`src/common/gpb_pkg.sv`:
```
// constants, types and helper functions for the low port bank
package gpb_pkg;

  // ----------------------------------------------------------------
  // port widths
  // ----------------------------------------------------------------
  localparam int unsigned GPB_P0_W = 4;   // 4-bit first port
  localparam int unsigned GPB_P1_W = 8;   // 8-bit second port
  localparam int unsigned GPB_P2_W = 3;   // 3-bit third port
  localparam int unsigned GPB_AW   = 8;   // apb address width

  // ----------------------------------------------------------------
  // register byte offsets
  // ----------------------------------------------------------------
  localparam logic [7:0] OFF_P0_DATA = 8'h00;  // write latch, read pin view
  localparam logic [7:0] OFF_P0_LATV = 8'h04;  // write latch, read latch (rmw view)
  localparam logic [7:0] OFF_P0_DIR  = 8'h08;  // port0_direction_ctrl
  localparam logic [7:0] OFF_P0_OD   = 8'h0C;  // port0_open_drain_sel
  localparam logic [7:0] OFF_P1_DATA = 8'h10;  // write latch, read pin view
  localparam logic [7:0] OFF_P1_LATV = 8'h14;  // write latch, read latch (rmw view)
  localparam logic [7:0] OFF_P1_DIR  = 8'h18;  // port1_direction_ctrl
  localparam logic [7:0] OFF_P1_OD   = 8'h1C;  // port1_open_drain_sel
  localparam logic [7:0] OFF_P2_DATA = 8'h20;  // write latch, read pins
  localparam logic [7:0] OFF_P2_LATV = 8'h24;  // write latch, read latch (rmw view)
  localparam logic [7:0] OFF_SYSCTL  = 8'h28;  // system_control_one
  localparam logic [7:0] OFF_STATUS  = 8'h2C;  // read-only status

  // ----------------------------------------------------------------
  // field positions and reset values
  // ----------------------------------------------------------------
  localparam int unsigned BIT_HOLD_EN  = 0;    // stop_output_hold_enable
  localparam int unsigned BIT_ST_STOP  = 0;    // status: stop mode active
  localparam int unsigned BIT_ST_OFAIL = 1;    // status: osc fail reset active
  localparam logic [3:0] RST_P0  = 4'h0;       // p0 dir, od, latch
  localparam logic [7:0] RST_P1  = 8'h00;      // p1 dir, od, latch
  localparam logic [2:0] RST_P2  = 3'h7;       // p2 latch resets to ones
  localparam logic       RST_HOLD = 1'b0;      // hold enable after reset

  // ----------------------------------------------------------------
  // types
  // ----------------------------------------------------------------
  typedef enum logic [1:0] {
    BUS_IDLE = 2'b01,                          // waiting for setup
    BUS_RESP = 2'b10                           // access phase, pready high
  } gpb_bus_t;

  typedef struct packed {
    gpb_bus_t    bus_st;   // apb phase
    logic [31:0] prdata;   // read data
    logic        pready;   // access phase answer
    logic        pslverr;  // unmapped address
    logic [3:0]  p0_dir;   // port0 direction
    logic [3:0]  p0_od;    // port0 open drain
    logic [3:0]  p0_lat;   // port0 output latch
    logic [7:0]  p1_dir;   // port1 direction
    logic [7:0]  p1_od;    // port1 open drain
    logic [7:0]  p1_lat;   // port1 output latch
    logic [2:0]  p2_lat;   // port2 output latch
    logic        hold_en;  // outputs kept in stop mode
    logic [3:0]  p0_out;   // port0 pin drive value
    logic [3:0]  p0_oe;    // port0 pin enable
    logic [7:0]  p1_out;   // port1 pin drive value
    logic [7:0]  p1_oe;    // port1 pin enable
    logic [2:0]  p2_out;   // port2 pin drive value
    logic [2:0]  p2_oe;    // port2 pin enable
    logic [3:0]  p0_per;   // port0 peripheral input
    logic [7:0]  p1_per;   // port1 peripheral input
    logic [2:0]  p2_pin_q; // port2 pins, last cycle
    logic [2:0]  p2_edge;  // port2 falling edge pulses
  } gpb_state_t;

  // ----------------------------------------------------------------
  // truth table helpers (8 bits, narrower ports zero extend)
  // ----------------------------------------------------------------
  // read / peripheral view: latch when push-pull output, pin otherwise
  function automatic logic [7:0] gpb_view(input logic [7:0] od, input logic [7:0] dir,
                                          input logic [7:0] lat, input logic [7:0] pin);
    gpb_view = (~od & dir & lat) | ((od | ~dir) & pin);
  endfunction

  // pin enable: push-pull output, or open drain with latch low
  function automatic logic [7:0] gpb_oe(input logic [7:0] od, input logic [7:0] dir,
                                        input logic [7:0] lat);
    gpb_oe = (~od & dir) | (od & ~lat);
  endfunction

endpackage

```
`src/gpb_port_bank.sv`:
```
// low port bank: ports 0..2 with apb register access
`timescale 1ns/1ps

module gpb_port_bank
  import gpb_pkg::*;
(
  input  wire logic              pclk,
  input  wire logic              presetn,
  input  wire logic              psel,
  input  wire logic              penable,
  input  wire logic              pwrite,
  input  wire logic [GPB_AW-1:0] paddr,
  input  wire logic [31:0]       pwdata,
  output logic      [31:0]       prdata,
  output logic                   pready,
  output logic                   pslverr,
  input  wire logic              osc_fail_reset,
  input  wire logic              stop_mode,
  input  wire logic [3:0]        port0_pin_in,
  output logic      [3:0]        port0_pin_out,
  output logic      [3:0]        port0_pin_oe,
  output logic      [3:0]        port0_periph_in,
  input  wire logic [7:0]        port1_pin_in,
  output logic      [7:0]        port1_pin_out,
  output logic      [7:0]        port1_pin_oe,
  output logic      [7:0]        port1_periph_in,
  input  wire logic [2:0]        port2_bit0_stop_pin_in,
  output logic      [2:0]        port2_pin_out,
  output logic      [2:0]        port2_pin_oe,
  output logic      [2:0]        port2_fall_edge
);

  // ----------------------------------------------------------------
  // state
  // ----------------------------------------------------------------
  gpb_state_t st;       // all registered state
  gpb_state_t next_st;  // next value of the state
  logic       setup;    // apb setup cycle
  logic       commit;   // access edge with pready high
  // 8-bit copies hold the results of the shared truth table helpers
  logic [7:0] p0_view;  // port0 read view, zero extended
  logic [7:0] p1_view;  // port1 read view
  logic [7:0] p0_oe8;   // port0 enable, zero extended
  logic [7:0] p1_oe8;   // port1 enable

  // request and commit strobes
  assign setup  = psel & ~penable;
  assign commit = psel & penable & st.pready;

  // ----------------------------------------------------------------
  // next state
  // ----------------------------------------------------------------
  always_comb begin
    next_st  = st;
    // read and peripheral views, from the pins of this cycle
    p0_view  = gpb_view({4'h0, st.p0_od}, {4'h0, st.p0_dir}, {4'h0, st.p0_lat},
                        {4'h0, port0_pin_in});
    p1_view  = gpb_view(st.p1_od, st.p1_dir, st.p1_lat, port1_pin_in);
    // apb phases
    unique case (st.bus_st)
      BUS_IDLE: begin
        // pins are sampled here, in the first state of the read
        if (setup) begin
          next_st.bus_st  = BUS_RESP;
          next_st.pready  = 1'b1;
          next_st.pslverr = 1'b0;
          next_st.prdata  = 32'h0;
          // decode the read; prdata holds it until the next transfer, pready stands for one cycle
          unique case (paddr)
            OFF_P0_DATA: next_st.prdata[7:0] = p0_view;
            OFF_P0_LATV: next_st.prdata[3:0] = st.p0_lat;
            OFF_P0_DIR:  next_st.prdata[3:0] = st.p0_dir;
            OFF_P0_OD:   next_st.prdata[3:0] = st.p0_od;
            OFF_P1_DATA: next_st.prdata[7:0] = p1_view;
            OFF_P1_LATV: next_st.prdata[7:0] = st.p1_lat;
            OFF_P1_DIR:  next_st.prdata[7:0] = st.p1_dir;
            OFF_P1_OD:   next_st.prdata[7:0] = st.p1_od;
            // upper bits of the third port read as zero
            OFF_P2_DATA: next_st.prdata[2:0] = port2_bit0_stop_pin_in;
            OFF_P2_LATV: next_st.prdata[2:0] = st.p2_lat;
            OFF_SYSCTL:  next_st.prdata[BIT_HOLD_EN] = st.hold_en;
            // status reports the live stop and oscillator inputs
            OFF_STATUS: begin
              next_st.prdata[BIT_ST_STOP]  = stop_mode;
              next_st.prdata[BIT_ST_OFAIL] = osc_fail_reset;
            end
            default:     next_st.pslverr = 1'b1;  // unmapped address
          endcase
        end
      end
      BUS_RESP: begin
        // write lands at the access edge, second state of the cycle
        next_st.bus_st  = BUS_IDLE;
        next_st.pready  = 1'b0;
        next_st.pslverr = 1'b0;
        // a write to a read-only or unmapped word changes nothing
        if (commit && pwrite && !st.pslverr) begin
          unique case (paddr)
            OFF_P0_DATA, OFF_P0_LATV: next_st.p0_lat = pwdata[3:0];
            OFF_P0_DIR:               next_st.p0_dir = pwdata[3:0];
            OFF_P0_OD:                next_st.p0_od  = pwdata[3:0];
            OFF_P1_DATA, OFF_P1_LATV: next_st.p1_lat = pwdata[7:0];
            OFF_P1_DIR:               next_st.p1_dir = pwdata[7:0];
            OFF_P1_OD:                next_st.p1_od  = pwdata[7:0];
            OFF_P2_DATA, OFF_P2_LATV: next_st.p2_lat = pwdata[2:0];
            OFF_SYSCTL:               next_st.hold_en = pwdata[BIT_HOLD_EN];
            default:                  next_st.p0_lat = st.p0_lat;   // read-only or unmapped
          endcase
        end
      end
    endcase
    // oscillator failure acts as a synchronous reset of the controls
    if (osc_fail_reset) begin
      next_st.p0_dir  = RST_P0;
      next_st.p0_od   = RST_P0;
      next_st.p0_lat  = RST_P0;
      next_st.p1_dir  = RST_P1;
      next_st.p1_od   = RST_P1;
      next_st.p1_lat  = RST_P1;
      next_st.p2_lat  = RST_P2;
      next_st.hold_en = RST_HOLD;
    end
    // pin drive from the new control values
    p0_oe8 = gpb_oe({4'h0, next_st.p0_od}, {4'h0, next_st.p0_dir}, {4'h0, next_st.p0_lat});
    p1_oe8 = gpb_oe(next_st.p1_od, next_st.p1_dir, next_st.p1_lat);
    // port0 and port1 share one truth table
    next_st.p0_oe  = p0_oe8[3:0];
    next_st.p0_out = next_st.p0_lat & ~next_st.p0_od;
    next_st.p1_oe  = p1_oe8;
    next_st.p1_out = next_st.p1_lat & ~next_st.p1_od;
    // third port: latch low pulls low, latch high releases
    next_st.p2_oe  = ~next_st.p2_lat;
    // the third port never drives a pin high
    next_st.p2_out = 3'h0;
    // stop mode without hold floats everything
    if (stop_mode && !next_st.hold_en) begin
      next_st.p0_oe = 4'h0;
      next_st.p1_oe = 8'h00;
      next_st.p2_oe = 3'h0;
    end
    // stop pin always floats in stop mode
    if (stop_mode) begin
      next_st.p2_oe[0] = 1'b0;
    end
    // failing oscillator floats every pin
    if (osc_fail_reset) begin
      next_st.p0_oe = 4'h0;
      next_st.p1_oe = 8'h00;
      next_st.p2_oe = 3'h0;
    end
    // peripheral view follows the same table as reads
    next_st.p0_per = p0_view[3:0];
    next_st.p1_per = p1_view;
    // falling pin edge feeds the external interrupt latch
    // a pin seen high then low gives a one-cycle pulse
    next_st.p2_pin_q = port2_bit0_stop_pin_in;
    next_st.p2_edge  = st.p2_pin_q & ~port2_bit0_stop_pin_in;
  end

  // ----------------------------------------------------------------
  // state register
  // ----------------------------------------------------------------
  always_ff @(posedge pclk or negedge presetn) begin
    if (!presetn) begin
      st          <= '0;
      // bus idle, third port latch and edge memory start high
      st.bus_st   <= BUS_IDLE;
      st.p2_lat   <= RST_P2;
      st.p2_pin_q <= 3'h7;
    end else begin
      st <= next_st;
    end
  end

  // ----------------------------------------------------------------
  // outputs, all straight from flops
  // ----------------------------------------------------------------
  // bus answer
  assign prdata          = st.prdata;
  assign pready          = st.pready;
  assign pslverr         = st.pslverr;
  // pin drive and peripheral views
  assign port0_pin_out   = st.p0_out;
  assign port0_pin_oe    = st.p0_oe;
  assign port0_periph_in = st.p0_per;
  assign port1_pin_out   = st.p1_out;
  assign port1_pin_oe    = st.p1_oe;
  assign port1_periph_in = st.p1_per;
  assign port2_pin_out   = st.p2_out;
  assign port2_pin_oe    = st.p2_oe;
  assign port2_fall_edge = st.p2_edge;
endmodule

```
`config.mk`:
```
export PLATFORM = sky130hd
export DESIGN_NAME = gpb_port_bank
export DESIGN_NICKNAME = d
export VERILOG_FILES = /design/src/common/gpb_pkg.sv /design/src/gpb_port_bank.sv
export SDC_FILE = /design/constraint.sdc
export NUM_CORES = 1
export LEC_CHECK = 0
export BUFFER_PORTS_ARGS = -buffer_cell sky130_fd_sc_hd__buf_2
export CAP_MARGIN = 20
export CORE_UTILIZATION = 35
export DETAILED_ROUTE_END_ITERATION = 10
export PLACE_DENSITY = 0.57
export SLEW_MARGIN = 20
export SYNTH_ARGS = -nofsm -noshare
export SYNTH_HDL_FRONTEND = slang
export SYNTH_SLANG_ARGS = --single-unit
```
`constraint.sdc`:
```
create_clock -name pclk -period 2.06 [get_ports pclk]
set_input_delay 0.206 -clock pclk [delete_from_list [all_inputs] [get_ports pclk]]
set_output_delay 0.206 -clock pclk [all_outputs]
set_load 0.05 [all_outputs]
```
# Yosys cells after proc, flatten, opt, wreduce, memory -nomap -nowiden
# Index checks and enable logic that the tools add are counted.
# classes
n_eq_ne,14
n_mux,27
bitwise_logic,34
n_reduce_logical,11
# ops
op,n
40-bit two-way mux,3
8-bit AND,6
8-bit two-way mux,5
36-bit two-way mux,1
8-bit by 5-bit == test with 1-bit output (second input constant),4
8-bit by 6-bit == test with 1-bit output (second input constant),4
8-bit inverter,4
8-bit OR,4
8-bit by 4-bit AND with 8-bit output,3
4-bit two-way mux,5
4-bit one-hot mux with 5 select lines,1
8-bit by 4-bit == test with 1-bit output (second input constant),2
4-bit inverter with 8-bit output,2
4-bit AND,3
4-bit inverter,3
1-bit one-hot mux with 12 select lines,1
12-bit OR reduction,1
1-bit one-hot mux with 11 select lines,1
1-bit one-hot mux with 10 select lines,1
3-bit two-way mux,3
8-bit by 3-bit == test with 1-bit output (second input constant),1
8-bit zero test,1
4-bit by 8-bit OR with 8-bit output,1
1-bit one-hot mux with 8 select lines,1
14 further kinds,25
# totals
ff_bits,97
input_bits,62
out_inout_bits,79

# Longest topological paths before layout
# depth
ltp_word,12
mapped_depth,8
depth_no_buf,5

# Least setup slack after synthesis
# Ideal clock, no wire load.
# synth_timing
kind,flip-flop to flip-flop
startpoint,reg st[123] (netlist bit)
endpoint,"reg st, in the netlist port1_pin_oe[0]"
setup_time_ns,0.138
arrival_time_ns,1.924
required_time_ns,1.922
setup_slack_ns,-0.002
stages_incl_launch_ff,7
path_cell_list,dfrtp_1 nand2b_1 nor4_4 mux2i_1 a21o_1 buf_6 a211oi_2
# synth_rtl
item,line,rtl
start: declaration,gpb_port_bank.sv:36,gpb_state_t st;
start signal: assignment,gpb_port_bank.sv:171,st <= next_st;

==> impl_metrics.ini <==
[outcome]
outcome = finished clean

[critical_path]
slowest_stage = and4b_1
endpoint_kind = flip-flop
critPathLaunch = pslverr
cpLargestDelayFamily = simple AND/OR/NAND/NOR gates
path_buf_inv = 1
required_ns = 2.32
crit_chain = and4b_1 > nand4_2 > buf_12 > mux2i_1 > nor2_1 > a211oi_2
critPathMaxStageDelay_ns = 0.45
r2r_setup_slack_ns = 0.19
crit_type = reg -> reg
path_max_fanout = 8
r2r_start = pslverr
cp.arrival_ns = 2.14
cp-start-kind = flip-flop

[synthesis]
synth_top_area_cell = dfrtp_1
syn_avg_cell_area_um2 = 10.6
ys_seq_area_share_pct = 44.8
synth.area.top_cells = dfrtp_1, buf_4, nand2b_1
synth_seq_cells = 96
ys_types = 57
netlist_area_mm2 = 0.00538
synth_flop_cell = dfrtp_1
yosys.cell_count.top_type = dfrtp_1
yosys.area.top_type_share_pct = 41.4
synth-edff-count = 0
ys_async_sr_fraction_pct = 100
yosys_warnings = 0
netlist_top_cells_count = dfrtp_1, buf_4, nand2b_1, mux2i_1, nor2_1
synthCells = 507

[worst_hold_path]
worstHoldStart = stop_mode
holdCritPathClass = in -> reg

[sta]
holdWs_ns = 0.0861
final_max_slew_viol_count = 0
setup_violations = 0
slew_headroom_pct = 62.7
skew_ns = 0.00616
rsz0062_at_grt = false
worst_slew_pin_slew_ns = 0.559
max_freq_mhz = 534
post-route-period-util_pct = 91.0
setup_tns_ns = 0
fin_crit_ns = 1.87
finalHoldViolations = 0

[power_and_ir_drop]
p_leak_nw = 3.04
comb_power_share_pct = 13.0
powerDensity_mw_per_mm2 = 683
ir_drop_mv = 0.354
pwr-share-seq_pct = 46.1
power.switching_w = 0.00112
switching_share_pct = 26.7
clkPwrFrac_pct = 41.0
p_int_w = 0.00308

[floorplan]
die_area_mm2 = 0.0159
core-area_mm2 = 0.0148
die_x_um = 126
start_util_pct = 36.5
die_y_um = 126
placementRows = 44
pin_count = 141

[routing]
drtIter0Drc = 123
drtAntennaViolNets = 0
first_pass_iters = 4
drc = 0
postRouteWirelength_mm = 12.5
viasPerCell = 4.76
vias = 3633
post_drt_wl_per_cell_um = 16.4

[cts]
cts_buffer_depth = 2
cts_tree = yes
h-tree-depth = 3
clk_pin_slew_ns = 0.07
cts.sink_count = 96
cts_resized = 0
cts_inserted_buffers = 9
clock-root-buffer = clkbuf_16
insertion_delay_ns = 0.35

[final_layout]
diodes = 0
multi_input_area_mm2 = 0.00232
drive_gt1_share_pct = 36.2
final_nets = 637
register_area_mm2 = 0.00241
fill_cells = 1484
area_growth_syn_to_layout_pct = 14.0

[run]
maxCapViolCount = 0

[placement]
numPortBuffers = 89
gp_routability_congestion = 0.853
dp_hpwl_mm = 8.99

[global_route]
grt_overflow_total = 0
grt_pass1_vias = 3642
grt_pass1_wl_mm = 19.6
antenna_found_initial = 1
grt_usage_pct = 16.3
grt_max_degree = 97
final timing paths:
check,cells after the start,to
max in group asynchronous,3,st[122]
hold reg to reg,2,prdata[7]
min in group asynchronous,3,port0_pin_out[2]
setup / recovery,6,port1_pin_oe[2]
hold / removal,2,port2_pin_oe[0]
setup reg to reg,6,port1_pin_oe[2]
kinds of logic after synthesis:
group / synth area share [%]
AOI/OAI and AO/OA: 8.97
buffers and inverters: 13.9
other: 0.0697
muxes: 13.2
DFF: 44.8
and+or+nand+nor: 19.0
layer usage:
layer / vias up / routed length [um] / GRT usage [%]
met5: - / 8 / 0
met4: 2 / 328 / 6.87
met3: 22 / 441 / 3.53
met2: 71 / 5890 / 26.2
met1: 1766 / 5860 / 21.2
li1: 1772 / - / -
cells in the final DEF (no fill, tap or decap), types with 3 or more instances in the layout:
cell,Yosys,layout
buf_4,77,35
o21ai_0,13,13
nand2b_1,58,58
nor3_1,9,9
conb_1,1,27
a211o_1,3,3
dfstp_2,7,7
dlygate4sd3_1,0,4
buf_2,3,88
a21oi_1,11,11
nand2_1,15,15
nand4_1,3,3
dfrtp_1,89,88
mux2_2,31,31
nor2b_1,17,17
clkbuf_16,0,9
nor2_1,33,33
or3_1,4,4
buf_12,0,3
a211oi_1,3,3
nor4_4,3,3
a31oi_1,5,5
mux2i_1,34,34
a211oi_2,9,9
inv_1,9,9
inv_2,8,8
area by class of cell:
class | instances | share of cell area (%)
Multi-Input combinational cell | 321 | 37.8
Inverter | 17 | 1.04
Clock inverter | 5 | 0.897
Tap cell | 184 | 3.75
Clock buffer | 11 | 4.12
Timing Repair Buffer | 130 | 13.1
Sequential cell | 96 | 39.3
state kept, by name, summed over array words and instances (netlist names):
name and cells:
st 45, port1_periph_in 8, port1_pin_oe 8, port1_pin_out 8
prdata 8, port0_periph_in 4, port0_pin_oe 4, port0_pin_out 4
port2_fall_edge 3, port2_pin_oe 3, pslverr 1
stage by stage:
stage,power [W],area (um2),util [%],worst slack (ns),std cells
floorplan,0.00239,5480,-,0.0281,533
global placement,0.00250,5790,39.2,0.0623,744
detailed placement,0.00251,5790,39.2,0.0414,744
CTS,0.00425,6140,41.6,0.165,764
global route,0.00436,6140,41.6,0.0842,764
finish,0.00419,6140,41.6,0.186,764
what timing repair did:
action / in CTS / in global routing
endpoints found under the setup margin: 0 / 0
hold buffers: 4 / 0
endpoints found under the hold margin: 92 / 0
setup buffers: 0 / 0
power groups by stage:
stage,clock (W),sequential (W),combinational [W]
global route,0.00184,0.00193,0.000581
finish,0.00172,0.00193,0.000544
CTS,0.00177,0.00193,0.000549
global placement,0,0.00197,0.000535
detailed placement,0,0.00197,0.000541
floorplan,0,0.00198,0.000408
Power figures use the tool's default switching activity.
